File: src/verilog/acs_regs.svh
// Register offsets, field positions and reset values of the serial channel
`ifndef ACS_REGS_SVH
`define ACS_REGS_SVH
// Byte offsets on the APB
`define ACS_A_MODE 8'h00
`define ACS_A_CMD 8'h04
`define ACS_A_TXD 8'h08
`define ACS_A_STAT 8'h0C
`define ACS_A_MATCH 8'h10
`define ACS_A_IDLE 8'h14
`define ACS_A_CTRL 8'h18
`define ACS_A_DESC 8'h1C
`define ACS_A_DIV 8'h20
`define ACS_A_BUF_LO 8'h40
`define ACS_A_BUF_HI 8'h5C
// Mode register fields
`define ACS_TPM_HI 15
`define ACS_TPM_LO 14
`define ACS_RPM 13
`define ACS_PEN 12
`define ACS_UM_HI 11
`define ACS_UM_LO 10
`define ACS_CL 8
`define ACS_SL 6
`define ACS_TXEN 1
`define ACS_RXEN 0
`define ACS_MODE_RST 16'h0000
`define ACS_MODE_WMASK 16'hFFFF
// Command bits
`define ACS_CMD_RESYNC 0
`define ACS_CMD_RELEASE 1
// Status bits
`define ACS_ST_EV 9
`define ACS_ST_CLOSED 8
// Descriptor control, control character enable, divider and idle count reset values
`define ACS_DESC_IRQ 4
`define ACS_DESC_RST 8'h08
`define ACS_CTRL_EN 8
`define ACS_DIV_RST 16'h015B
`define ACS_IDLE_RST 16'h0001
`endif

File: src/verilog/acs_pkg.sv
// Types shared by the serial channel design
`default_nettype none
package acs_pkg;
    typedef enum logic [2:0] {
        R_IDLE, R_START, R_BITS, R_STOP, R_BRK
    } acs_rx_state_t;
    typedef enum logic {T_IDLE, T_SHIFT} acs_tx_state_t;
endpackage : acs_pkg
`default_nettype wire

File: src/verilog/acs_uart_core.sv
// Asynchronous serial channel: framing, parity, wakeup and rx descriptor
// ********
// Functional notes
// (RULE1) Hunt command suspends receiver until wakeup
// (RULE2) Hunt mid-message aborts it, waits idle
// (RULE3) Mode register 16 bits, cleared by reset
// (RULE4) Tx parity: odd, zero, even, one
// (RULE5) Rx parity sense odd/even, flag violations
// (RULE6) Parity enable adds and checks parity
// (RULE7) Mode 00 wakes on idle string
// (RULE8) Multidrop transmits extra address bit
// (RULE9) Address wakeup when last bit is one
// (RULE10) Software sets wakeup mode before hunting
// (RULE11) Full buffer with irq bit sets event
// (RULE12) Control character status on final byte
// (RULE13) Mode 01 marks first byte address
// (RULE14) Auto multidrop drops matched address character
// (RULE15) Match status tells which register hit
// (RULE16) Idle count closes buffer, idle status
// (RULE17) Break during reception sets break status
// (RULE18) Missing stop bit: framing status, last byte
// (RULE19) Bad parity: store last, parity status
// (RULE20) Overrun during message sets overrun status
// (RULE21) Break is all zeros without stop
// (RULE22) Suspended receiver stores and reports nothing
// ********
//
// Implementation choices: the APB slave port and the placing of the registers.
`default_nettype none
`include "acs_regs.svh"
module acs_uart_core import acs_pkg::*; (
    // Clock, reset, enable
    input wire logic mclk,
    input wire logic rst_b,
    input wire logic ce,
    // APB slave
    input wire logic psel,
    input wire logic penable,
    input wire logic pwrite,
    input wire logic [7:0] paddr,
    input wire logic [31:0] pwdata,
    output logic [31:0] prdata,
    output logic pready,
    output logic pslverr,
    // Serial line
    input wire logic rxd,
    output logic txd
);

// ********
// Registers and bus
// ********
logic [15:0] mode_ff;
logic [7:0] match_first_ff;
logic [7:0] match_second_ff;
logic [15:0] idle_close_count_ff;
logic [8:0] ctrl_char_ff;
logic [7:0] desc_ctl_ff;
logic [15:0] div_ff;
logic pready_ff;
logic pslverr_ff;
logic [31:0] prdata_ff;
logic acc;
logic wr;
logic setup;
logic buf_hit;
logic mapped;
logic [31:0] rd_data;

assign setup = psel & ~penable;
assign acc = psel & penable & pready_ff;
assign wr = acc & pwrite;
assign buf_hit = (paddr >= `ACS_A_BUF_LO) && (paddr <= `ACS_A_BUF_HI)
    && (paddr[1:0] == 2'b00);
assign prdata = prdata_ff;
assign pready = pready_ff;
assign pslverr = pslverr_ff;

// ********
// Line synchroniser
// ********
logic rx_s1_ff;
logic rx_s2_ff;
logic rx_s3_ff;
logic rx_ff;

// Level accepted only when second and third stage agree
always_ff @(posedge mclk or negedge rst_b) begin
    if (!rst_b) begin
        rx_s1_ff <= 1'b1;
        rx_s2_ff <= 1'b1;
        rx_s3_ff <= 1'b1;
        rx_ff <= 1'b1;
    end else if (ce) begin
        rx_s1_ff <= rxd;
        rx_s2_ff <= rx_s1_ff;
        rx_s3_ff <= rx_s2_ff;
        if (rx_s2_ff == rx_s3_ff) begin
            rx_ff <= rx_s3_ff;
        end
    end
end

// ********
// Character format
// ********
logic [1:0] um;
logic parity_enable;
logic [3:0] dlen;
logic [3:0] rx_bits;
logic [3:0] frame_len;

assign um = mode_ff[`ACS_UM_HI:`ACS_UM_LO];
assign parity_enable = mode_ff[`ACS_PEN];
assign dlen = mode_ff[`ACS_CL] ? 4'h8 : 4'h7;
assign rx_bits = 4'(dlen + {3'b000, um[0]} + {3'b000, parity_enable}); // see (RULE6)
// Start, data, address, parity, stops: 9 to 13 bits
assign frame_len = 4'(rx_bits + 4'h2 + {3'b000, mode_ff[`ACS_SL]});

// ********
// Receiver
// ********
acs_rx_state_t rx_st_ff;
logic [15:0] rbaud_ff;
logic [3:0] rcnt_ff;
logic [3:0] idle_bits_ff;
logic [11:0] sh_ff;
logic char_done_ff;
logic idle_seq_ff;
logic [7:0] ch_data_ff;
logic ch_abit_ff;
logic ch_perr_ff;
logic ch_ferr_ff;
logic ch_brk_ff;
logic rtick;
logic [7:0] rx_data;
logic rx_par;

assign rtick = (rbaud_ff == 16'h0000);
assign rx_data = mode_ff[`ACS_CL] ? sh_ff[7:0] : {1'b0, sh_ff[6:0]};
assign rx_par = sh_ff[4'(dlen + {3'b000, um[0]})];

always_ff @(posedge mclk or negedge rst_b) begin
    if (!rst_b) begin
        rx_st_ff <= R_IDLE;
        rbaud_ff <= 16'h0000;
        rcnt_ff <= 4'h0;
        idle_bits_ff <= 4'h0;
        sh_ff <= 12'h000;
        char_done_ff <= 1'b0;
        idle_seq_ff <= 1'b0;
        ch_data_ff <= 8'h00;
        ch_abit_ff <= 1'b0;
        ch_perr_ff <= 1'b0;
        ch_ferr_ff <= 1'b0;
        ch_brk_ff <= 1'b0;
    end else if (ce) begin
        char_done_ff <= 1'b0;
        idle_seq_ff <= 1'b0;
        rbaud_ff <= rtick ? div_ff : rbaud_ff - 16'h0001;
        case (rx_st_ff)
            R_IDLE: begin
                if (mode_ff[`ACS_RXEN] && !rx_ff) begin
                    rx_st_ff <= R_START;
                    rbaud_ff <= {1'b0, div_ff[15:1]};
                    idle_bits_ff <= 4'h0;
                    sh_ff <= 12'h000;
                end else if (!rx_ff || (wr && paddr == `ACS_A_CMD &&
                             pwdata[`ACS_CMD_RESYNC])) begin
                    // Hunt wants a whole fresh idle frame
                    idle_bits_ff <= 4'h0;
                end else if (rtick) begin
                    // One idle character is a full frame of ones
                    if (idle_bits_ff == 4'(frame_len - 4'h1)) begin
                        idle_seq_ff <= 1'b1; // see (RULE7)
                        idle_bits_ff <= 4'h0;
                    end else begin
                        idle_bits_ff <= idle_bits_ff + 4'h1;
                    end
                end
            end
            R_START: begin
                if (rtick) begin
                    // Glitch shorter than half a bit is not a start
                    rx_st_ff <= rx_ff ? R_IDLE : R_BITS;
                    rcnt_ff <= 4'h0;
                end
            end
            R_BITS: begin
                if (rtick) begin
                    sh_ff[rcnt_ff] <= rx_ff;
                    rcnt_ff <= rcnt_ff + 4'h1;
                    if (rcnt_ff == 4'(rx_bits - 4'h1)) begin
                        rx_st_ff <= R_STOP;
                    end
                end
            end
            R_STOP: begin
                if (rtick) begin
                    char_done_ff <= 1'b1;
                    ch_data_ff <= rx_data;
                    ch_abit_ff <= um[0] & sh_ff[dlen]; // see (RULE9)
                    ch_perr_ff <= parity_enable &
                        ((^rx_data ^ rx_par) == mode_ff[`ACS_RPM]); // see (RULE5)
                    ch_ferr_ff <= !rx_ff; // see (RULE18)
                    ch_brk_ff <= !rx_ff && (sh_ff == 12'h000); // see (RULE21)
                    rx_st_ff <= (!rx_ff && sh_ff == 12'h000) ? R_BRK : R_IDLE;
                end
            end
            R_BRK: begin
                // Wait for the line to rise before hunting a start bit
                if (rx_ff) begin
                    rx_st_ff <= R_IDLE;
                end
            end
            default: rx_st_ff <= R_IDLE;
        endcase
    end
end

// ********
// Wakeup and descriptor decisions
// ********
logic hunt_ff;
logic closed_ff;
logic [3:0] fill_ff;
logic st_a_ff;
logic st_m_ff;
logic st_ov_ff;
logic [7:0] dstat_ff;
logic rx_event_ff;
logic [15:0] idle_cnt_ff;
logic [7:0] buf_mem [0:7];
logic hit1;
logic hit2;
logic do_store;
logic do_close;
logic cl_full;
logic cl_c;
logic cl_id;
logic cl_br;
logic set_afirst;
logic set_am;
logic resume;
logic go_hunt;
logic ovr;
logic resync_cmd;
logic release_cmd;

assign hit1 = ch_data_ff == match_first_ff;
assign hit2 = ch_data_ff == match_second_ff;
assign resync_cmd = wr && paddr == `ACS_A_CMD && pwdata[`ACS_CMD_RESYNC];
assign release_cmd = wr && paddr == `ACS_A_CMD && pwdata[`ACS_CMD_RELEASE];

always_comb begin
    do_store = 1'b0;
    do_close = 1'b0;
    cl_full = 1'b0;
    cl_c = 1'b0;
    cl_id = 1'b0;
    cl_br = 1'b0;
    set_afirst = 1'b0;
    set_am = 1'b0;
    resume = 1'b0;
    go_hunt = 1'b0;
    ovr = 1'b0;
    if (char_done_ff) begin
        if (hunt_ff) begin
            // Suspended: only a wakeup character is looked at
            if (um == 2'b01 && ch_abit_ff) begin
                resume = 1'b1; // see (RULE9)
                if (closed_ff) begin
                    ovr = 1'b1;
                end else begin
                    do_store = 1'b1;
                    set_afirst = 1'b1; // see (RULE13)
                end
            end else if (um == 2'b11 && ch_abit_ff && (hit1 || hit2)) begin
                resume = 1'b1;
                set_am = 1'b1; // see (RULE14)
            end
        end else if (closed_ff) begin
            ovr = 1'b1; // see (RULE20)
        end else if (um == 2'b11 && ch_abit_ff) begin
            if (hit1 || hit2) begin
                set_am = 1'b1;
                do_close = fill_ff != 4'h0;
            end else begin
                go_hunt = 1'b1;
            end
        end else if (um == 2'b01 && ch_abit_ff && fill_ff != 4'h0) begin
            // Address mid-buffer: close it, the address is lost
            do_close = 1'b1;
            ovr = 1'b1;
        end else if (ch_brk_ff) begin
            cl_br = fill_ff != 4'h0; // see (RULE17)
            do_close = cl_br;
        end else begin
            do_store = 1'b1;
            set_afirst = um == 2'b01 && ch_abit_ff;
        end
    end
    if (do_store) begin
        cl_full = (4'(fill_ff + 4'h1) == desc_ctl_ff[3:0]) ||
            fill_ff == 4'h7;
        cl_c = ctrl_char_ff[`ACS_CTRL_EN] &&
            ch_data_ff == ctrl_char_ff[7:0]; // see (RULE12)
        do_close = cl_full | cl_c | ch_ferr_ff | ch_perr_ff;
    end
    if (idle_seq_ff) begin
        if (hunt_ff) begin
            resume = um == 2'b00; // see (RULE2)
        end else if (!closed_ff && fill_ff != 4'h0 &&
                     idle_cnt_ff + 16'h0001 >= idle_close_count_ff) begin
            do_close = 1'b1;
            cl_id = 1'b1; // see (RULE16)
        end
    end
end

// ********
// Descriptor state and hunt
// ********
always_ff @(posedge mclk or negedge rst_b) begin
    if (!rst_b) begin
        hunt_ff <= 1'b0;
        closed_ff <= 1'b0;
        fill_ff <= 4'h0;
        st_a_ff <= 1'b0;
        st_m_ff <= 1'b0;
        st_ov_ff <= 1'b0;
        dstat_ff <= 8'h00;
        idle_cnt_ff <= 16'h0000;
    end else if (ce) begin
        if (resync_cmd) begin
            // Partial message is thrown away
            hunt_ff <= 1'b1; // see (RULE1) (RULE2)
            if (!closed_ff) begin
                fill_ff <= 4'h0;
            end
            st_a_ff <= 1'b0;
            st_m_ff <= 1'b0;
            idle_cnt_ff <= 16'h0000;
        end else begin
            if (resume) begin
                hunt_ff <= 1'b0; // see (RULE1) (RULE7)
            end else if (go_hunt) begin
                hunt_ff <= 1'b1;
            end
            if (do_store) begin
                fill_ff <= fill_ff + 4'h1; // see (RULE22)
            end
            if (do_close) begin
                closed_ff <= 1'b1;
                dstat_ff <= {cl_c, st_a_ff | set_afirst, st_m_ff, cl_id,
                    cl_br, do_store & ch_ferr_ff, do_store & ch_perr_ff,
                    st_ov_ff | ovr}; // see (RULE18) (RULE19) (RULE20)
                st_a_ff <= set_am;
                st_m_ff <= set_am & hit1; // see (RULE15)
                st_ov_ff <= 1'b0;
            end else begin
                if (set_am) begin
                    st_a_ff <= 1'b1; // see (RULE14)
                    st_m_ff <= hit1; // see (RULE15)
                end else if (set_afirst) begin
                    st_a_ff <= 1'b1;
                end
                if (ovr) begin
                    st_ov_ff <= 1'b1;
                end
            end
            if (release_cmd && closed_ff) begin
                closed_ff <= 1'b0;
                fill_ff <= 4'h0;
            end
            if (char_done_ff) begin
                idle_cnt_ff <= 16'h0000;
            end else if (idle_seq_ff && fill_ff != 4'h0 &&
                         idle_cnt_ff != 16'hFFFF) begin
                idle_cnt_ff <= idle_cnt_ff + 16'h0001;
            end
        end
    end
end

// Receive event: set wins over software clear
always_ff @(posedge mclk or negedge rst_b) begin
    if (!rst_b) begin
        rx_event_ff <= 1'b0;
    end else if (ce) begin
        if (do_close && cl_full && desc_ctl_ff[`ACS_DESC_IRQ]) begin
            rx_event_ff <= 1'b1; // see (RULE11)
        end else if (wr && paddr == `ACS_A_STAT &&
                     pwdata[`ACS_ST_EV]) begin
            rx_event_ff <= 1'b0;
        end
    end
end

always_ff @(posedge mclk or negedge rst_b) begin
    if (!rst_b) begin
        for (int i = 0; i < 8; i++) begin
            buf_mem[i] <= 8'h00;
        end
    end else if (ce && do_store) begin
        buf_mem[fill_ff[2:0]] <= ch_data_ff;
    end
end

// ********
// Transmitter
// ********
acs_tx_state_t tx_st_ff;
logic [12:0] tx_sh_ff;
logic [3:0] tx_left_ff;
logic [15:0] tbaud_ff;
logic txd_ff;
logic [12:0] tx_frm;
logic [7:0] tx_d;
logic tx_par;
logic [3:0] tx_pos;

assign txd = txd_ff;
assign tx_d = mode_ff[`ACS_CL] ? pwdata[7:0] : {1'b0, pwdata[6:0]};

always_comb begin
    case (mode_ff[`ACS_TPM_HI:`ACS_TPM_LO])
        2'b00: tx_par = ~^tx_d; // see (RULE4)
        2'b01: tx_par = 1'b0;
        2'b10: tx_par = ^tx_d;
        default: tx_par = 1'b1;
    endcase
    tx_frm = 13'h1FFF;
    tx_frm[0] = 1'b0;
    for (int i = 0; i < 8; i++) begin
        if (4'(i) < dlen) begin
            tx_frm[i + 1] = tx_d[i];
        end
    end
    tx_pos = 4'(dlen + 4'h1);
    if (um[0]) begin
        tx_frm[tx_pos] = pwdata[8]; // see (RULE8)
        tx_pos = 4'(tx_pos + 4'h1);
    end
    if (parity_enable) begin
        tx_frm[tx_pos] = tx_par; // see (RULE6)
    end
end

always_ff @(posedge mclk or negedge rst_b) begin
    if (!rst_b) begin
        tx_st_ff <= T_IDLE;
        tx_sh_ff <= 13'h1FFF;
        tx_left_ff <= 4'h0;
        tbaud_ff <= 16'h0000;
        txd_ff <= 1'b1;
    end else if (ce) begin
        case (tx_st_ff)
            T_IDLE: begin
                // A write while busy is dropped
                if (wr && paddr == `ACS_A_TXD && mode_ff[`ACS_TXEN]) begin
                    tx_st_ff <= T_SHIFT;
                    tx_sh_ff <= {1'b1, tx_frm[12:1]};
                    txd_ff <= tx_frm[0];
                    tx_left_ff <= 4'(frame_len - 4'h1);
                    tbaud_ff <= div_ff;
                end
            end
            T_SHIFT: begin
                if (tbaud_ff != 16'h0000) begin
                    tbaud_ff <= tbaud_ff - 16'h0001;
                end else if (tx_left_ff == 4'h0) begin
                    tx_st_ff <= T_IDLE;
                end else begin
                    txd_ff <= tx_sh_ff[0];
                    tx_sh_ff <= {1'b1, tx_sh_ff[12:1]};
                    tx_left_ff <= tx_left_ff - 4'h1;
                    tbaud_ff <= div_ff;
                end
            end
            default: tx_st_ff <= T_IDLE;
        endcase
    end
end

// ********
// Configuration writes and read mux
// ********
always_ff @(posedge mclk or negedge rst_b) begin
    if (!rst_b) begin
        mode_ff <= `ACS_MODE_RST; // see (RULE3)
        match_first_ff <= 8'h00;
        match_second_ff <= 8'h00;
        idle_close_count_ff <= `ACS_IDLE_RST;
        ctrl_char_ff <= 9'h000;
        desc_ctl_ff <= `ACS_DESC_RST;
        div_ff <= `ACS_DIV_RST;
    end else if (ce && wr) begin
        if (paddr == `ACS_A_MODE) begin
            mode_ff <= pwdata[15:0] & `ACS_MODE_WMASK;
        end else if (paddr == `ACS_A_MATCH) begin
            match_first_ff <= pwdata[7:0];
            match_second_ff <= pwdata[15:8];
        end else if (paddr == `ACS_A_IDLE) begin
            idle_close_count_ff <= pwdata[15:0];
        end else if (paddr == `ACS_A_CTRL) begin
            ctrl_char_ff <= pwdata[8:0];
        end else if (paddr == `ACS_A_DESC) begin
            desc_ctl_ff <= {3'b000, pwdata[4:0]};
        end else if (paddr == `ACS_A_DIV) begin
            div_ff <= pwdata[15:0];
        end
    end
end

always_comb begin
    mapped = 1'b1;
    rd_data = 32'h0000_0000;
    if (paddr == `ACS_A_MODE) begin
        rd_data = {16'h0000, mode_ff};
    end else if (paddr == `ACS_A_CMD || paddr == `ACS_A_TXD) begin
        rd_data = 32'h0000_0000;
    end else if (paddr == `ACS_A_STAT) begin
        rd_data = {16'h0000, fill_ff, tx_st_ff == T_SHIFT, hunt_ff,
            rx_event_ff, closed_ff, dstat_ff};
    end else if (paddr == `ACS_A_MATCH) begin
        rd_data = {16'h0000, match_second_ff, match_first_ff};
    end else if (paddr == `ACS_A_IDLE) begin
        rd_data = {16'h0000, idle_close_count_ff};
    end else if (paddr == `ACS_A_CTRL) begin
        rd_data = {23'h00_0000, ctrl_char_ff};
    end else if (paddr == `ACS_A_DESC) begin
        rd_data = {24'h00_0000, desc_ctl_ff};
    end else if (paddr == `ACS_A_DIV) begin
        rd_data = {16'h0000, div_ff};
    end else if (buf_hit) begin
        rd_data = {24'h00_0000, buf_mem[paddr[4:2]]};
    end else begin
        mapped = 1'b0;
    end
end

// One wait-free access phase: answer in the cycle after setup
always_ff @(posedge mclk or negedge rst_b) begin
    if (!rst_b) begin
        pready_ff <= 1'b0;
        pslverr_ff <= 1'b0;
        prdata_ff <= 32'h0000_0000;
    end else if (ce) begin
        pready_ff <= setup;
        pslverr_ff <= setup & ~mapped;
        if (setup) begin
            prdata_ff <= pwrite ? 32'h0000_0000 : rd_data;
        end
    end
end

endmodule : acs_uart_core
`default_nettype wire

File: config.mk
export PLATFORM = sky130hd
export DESIGN_NAME = acs_uart_core
export DESIGN_NICKNAME = d
export VERILOG_FILES = /design/src/verilog/acs_pkg.sv /design/src/verilog/acs_uart_core.sv
export VERILOG_INCLUDE_DIRS = /design/src /design/src/verilog
export SDC_FILE = /design/constraint.sdc
export NUM_CORES = 1
export LEC_CHECK = 0
export BUFFER_PORTS_ARGS = -buffer_cell sky130_fd_sc_hd__clkbuf_2
export CAP_MARGIN = 20
export CORE_ASPECT_RATIO = 0.5
export CORE_MARGIN = 2
export CORE_UTILIZATION = 55
export DETAILED_ROUTE_END_ITERATION = 10
export PLACE_DENSITY = 0.76
export SYNTH_ARGS = -nofsm -noshare
export SYNTH_HDL_FRONTEND = slang
export SYNTH_SLANG_ARGS = --single-unit
File: constraint.sdc
create_clock -name mclk -period 3.25 [get_ports mclk]
set_input_delay 0.325 -clock mclk [delete_from_list [all_inputs] [get_ports mclk]]
set_output_delay 0.325 -clock mclk [all_outputs]
set_load 0.01 [all_outputs]
==> summary.txt <==
Status
  • Status: finished, final reports clean

Critical path
  • Worst Path Buf+Inv: 1
  • Crit-path cells: and4_4, nand2_1, nor2_2, and3_4, xnor2_2, inv_2, ha_4, a21o_1, a21o_1, a2111oi_4, a21oi_2, o2111a_2, o21ai_4, mux2_4
  • Slowest stage delay, CP: 360 ps
  • Crit start category: register
  • Worst path required time: 3680 ps
  • Crit path DAT: 3580 ps
  • CP top delay family: compound AO/OA/AOI/OAI gates
  • CP max FO: 3
  • Critical Path End Type: register
  • Crit path kind: register to register
  • Crit path top cell by count: a21o_1
  • Worst-path cell with the longest stage delay: a2111oi_4

Synth
  • Yosys cell types: 80
  • Ys Warns: 0
  • Syn Std Cell Area: 15,700 um^2
  • Main flop type after synthesis: dfrtp_1
  • Seq cells post-synth: 284
  • Post-Synthesis Cells: roughly 1,600
  • Syn Area/Cell: about 9.9 um^2
  • Post-synth EDFFs: 0
  • Sequential-to-total area share from yosys stat: 0.454
  • Post-synth ARST share: 1.00

STA
  • Slew Limit Fails: 0
  • Hold Slack: 64.6 ps
  • Clk_skew: 12.8 ps
  • Final hold vios: 0
  • Rel. slew slack: 0.436
  • Worst-margin pin slew: 843 ps
  • Setup-failing EPs final: 0
  • Crit path time final: between 3000 and 4000 ps
  • Fin crit share: 0.970
  • FMAX: roughly 320 MHz

GRT
  • All-Layer GR Usage: 0.305
  • Largest net degree at the start of global routing: 87
  • Initial antenna violation count: 0
  • Vias in the first global route: 12,506
  • Final global-route overflow total: 0
  • Global-route wire length before repair: 70,800 um

Detailed routing
  • DR iter-0 viols: ~1,500
  • Vias per cell: 6.31
  • Antenna Nets Post-Route: 0
  • Final WL: between 40,000 and 50,000 um
  • DRC Markers: 0
  • Routed wire per std cell: 22.0 um
  • 1st-pass router iterations: 6
  • Via count of the routed design: 12,899

CTS
  • H-tree levels: 1
  • Largest buffer count on any clock path: 3
  • Clock tree root buffer cell: clkbuf_16
  • Clk_lat worst skew: 550 ps
  • CTS sink cnt: 284
  • Worst-path clk slew: 70 ps
  • CTS tree: built
  • Num CTS Buffers: 26

Flow run
  • Max Cap Violations: 0

Finish
  • Fin cells: 2,044
  • Layout cells sized above 1: 0.226
  • N_diodes: 0
  • Commonest non-fill, non-tap cell in the layout: dfrtp_1
  • Post-layout util: 0.634
  • Cell area after layout: 17,700 um^2
  • Nets@finish: 1,730
  • Most frequent cells in the layout: 260 x dfrtp_1, 199 x nand2_1, 172 x o21ai_0
  • Area Growth Syn to Fin: 12.6%

Placement
  • Placed cell areas: 16,600 um^2
  • DP Cell Count: 1,992
  • GP Congestion: 0.986
  • Post-DP HPWL: 32,500 um
  • PortBufs: 49

Hold path
  • Hold Crit Class: input pin to register

Floorplan
  • Placeable Area: 27,900 um^2
  • Die width: 243 um
  • Ports: 82
  • Starting density of the core: 0.563
  • Die Y: 123 um
  • Die area: between 30,000 and 40,000 um^2
  • FP Rows: 43

Power
  • Leakage: 8.11 nW
  • Tot Pwr: 9.17 mW
  • Worst vdd ir: ~450 uV
  • Power Density: ~520 nW/um^2
## cell type report
| cell class | count | area, um^2 |
|---|---|---|
| Clock buffer | 37 | 773 |
| Clock inverter | 11 | 164 |
| Fill cell | 2172 | 10200 |
| Inverter | 70 | 263 |
| Multi-Input combinational cell | 1136 | 7990 |
| Sequential cell | 284 | 7140 |
| Tap cell | 382 | 478 |
| Timing Repair Buffer | 124 | 877 |
## cell families after synthesis
| family | share of synthesized area |
|---|---|
| adders and majority gates | 0.0331 |
| and+or+nand+nor | 0.136 |
| buffers and inverters | 0.0486 |
| other | 0.000239 |
| muxes | 0.136 |
| DFF | 0.454 |
| AOI/OAI and AO/OA | 0.149 |
| xor gates and xnor gates | 0.0419 |
## worst paths after layout
kind / startpoint / endpoint / slack (ps) / cells past startpoint
min in group asynchronous: rst_b / buf_mem[50] / 370 / 2
max in group asynchronous: rst_b / buf_mem[17] / 2030 / 3
hold reg to reg: txd / txd / 480 / 2
setup reg to reg: idle_cnt_ff[5] / dstat_ff[5] / 100 / 14
hold / removal: pwdata[11] / idle_close_count_ff[11] / 60 / 3
setup / recovery: idle_cnt_ff[5] / dstat_ff[5] / 100 / 14
## cells in the mapped netlist, types with 10 or more instances
| library cell | number | share of area |
|---|---|---|
| a21oi_1 | 72 | 0.023 |
| mux2_2 | 131 | 0.094 |
| nor3_1 | 23 | 0.0073 |
| ha_1 | 40 | 0.032 |
| dfstp_2 | 24 | 0.040 |
| a211oi_1 | 13 | 0.0062 |
| o21ai_0 | 172 | 0.055 |
| nand3_1 | 33 | 0.011 |
| clkbuf_1 | 78 | 0.019 |
| a22oi_1 | 16 | 0.0076 |
| o22ai_1 | 10 | 0.0040 |
| nor4_1 | 18 | 0.0072 |
| xor2_1 | 15 | 0.0084 |
| nand4_1 | 20 | 0.0080 |
| nand2_1 | 199 | 0.048 |
| a22o_1 | 14 | 0.0078 |
| mux4_2 | 19 | 0.027 |
| nor2b_1 | 15 | 0.0060 |
| a221oi_1 | 12 | 0.0067 |
| dfrtp_1 | 260 | 0.41 |
| nor2_1 | 81 | 0.019 |
| buf_4 | 18 | 0.0086 |
| xnor2_1 | 55 | 0.031 |
| o31ai_1 | 13 | 0.0062 |
| inv_1 | 69 | 0.016 |
| mux2i_1 | 24 | 0.015 |
## sequential cells by signal (all words and copies together) (netlist names), 9 cells and up
signal               count
buf_mem                 64
ctrl_char_ff             9
mode_ff                 16
tbaud_ff                16
rbaud_ff                16
idle_cnt_ff             16
div_ff                  16
prdata                  16
idle_close_count_ff     16
sh_ff                   12
tx_sh_ff                11
## worst min-delay path, cell delays in order
cell      delay [ps]
clkbuf_2         140
nand2_1           50
o21ai_0           60
## repair_timing
action,in CTS,in global routing
setup buffers,0,1
endpoints found under the hold margin,82,0
endpoints found under the setup margin,11,12
gates resized for setup,2,14
gates cloned,0,0
hold buffers,2,0
pin swaps,3,8
## layer usage
metal	share of wire	GRT usage	wire length, um	up-vias
met5	0	0	0	-
met4	0.030	0.0951	1350	0
met3	0.079	0.0449	3560	108
met2	0.46	0.495	20800	600
met1	0.43	0.429	19300	6436
li1	-	-	-	5755
## power breakdown
part | internal, mW | switching, mW
registers | 3.83 | 0.286
clock network | 1.98 | 1.40
logic | 0.614 | 1.06
total | 6.43 | 2.74
## per-stage QoR
| step | setup TNS, ps | setup WS (ps) |
|---|---|---|
| after floorplan | -13.6 | -6.80 |
| after global placement | -40.8 | -29.4 |
| after detailed placement | -611 | -94.9 |
| after CTS | 0 | 15.1 |
| after global routing | -59.1 | -29.0 |
| final | 0 | 98.1 |
Power figures use the tool's default switching activity.
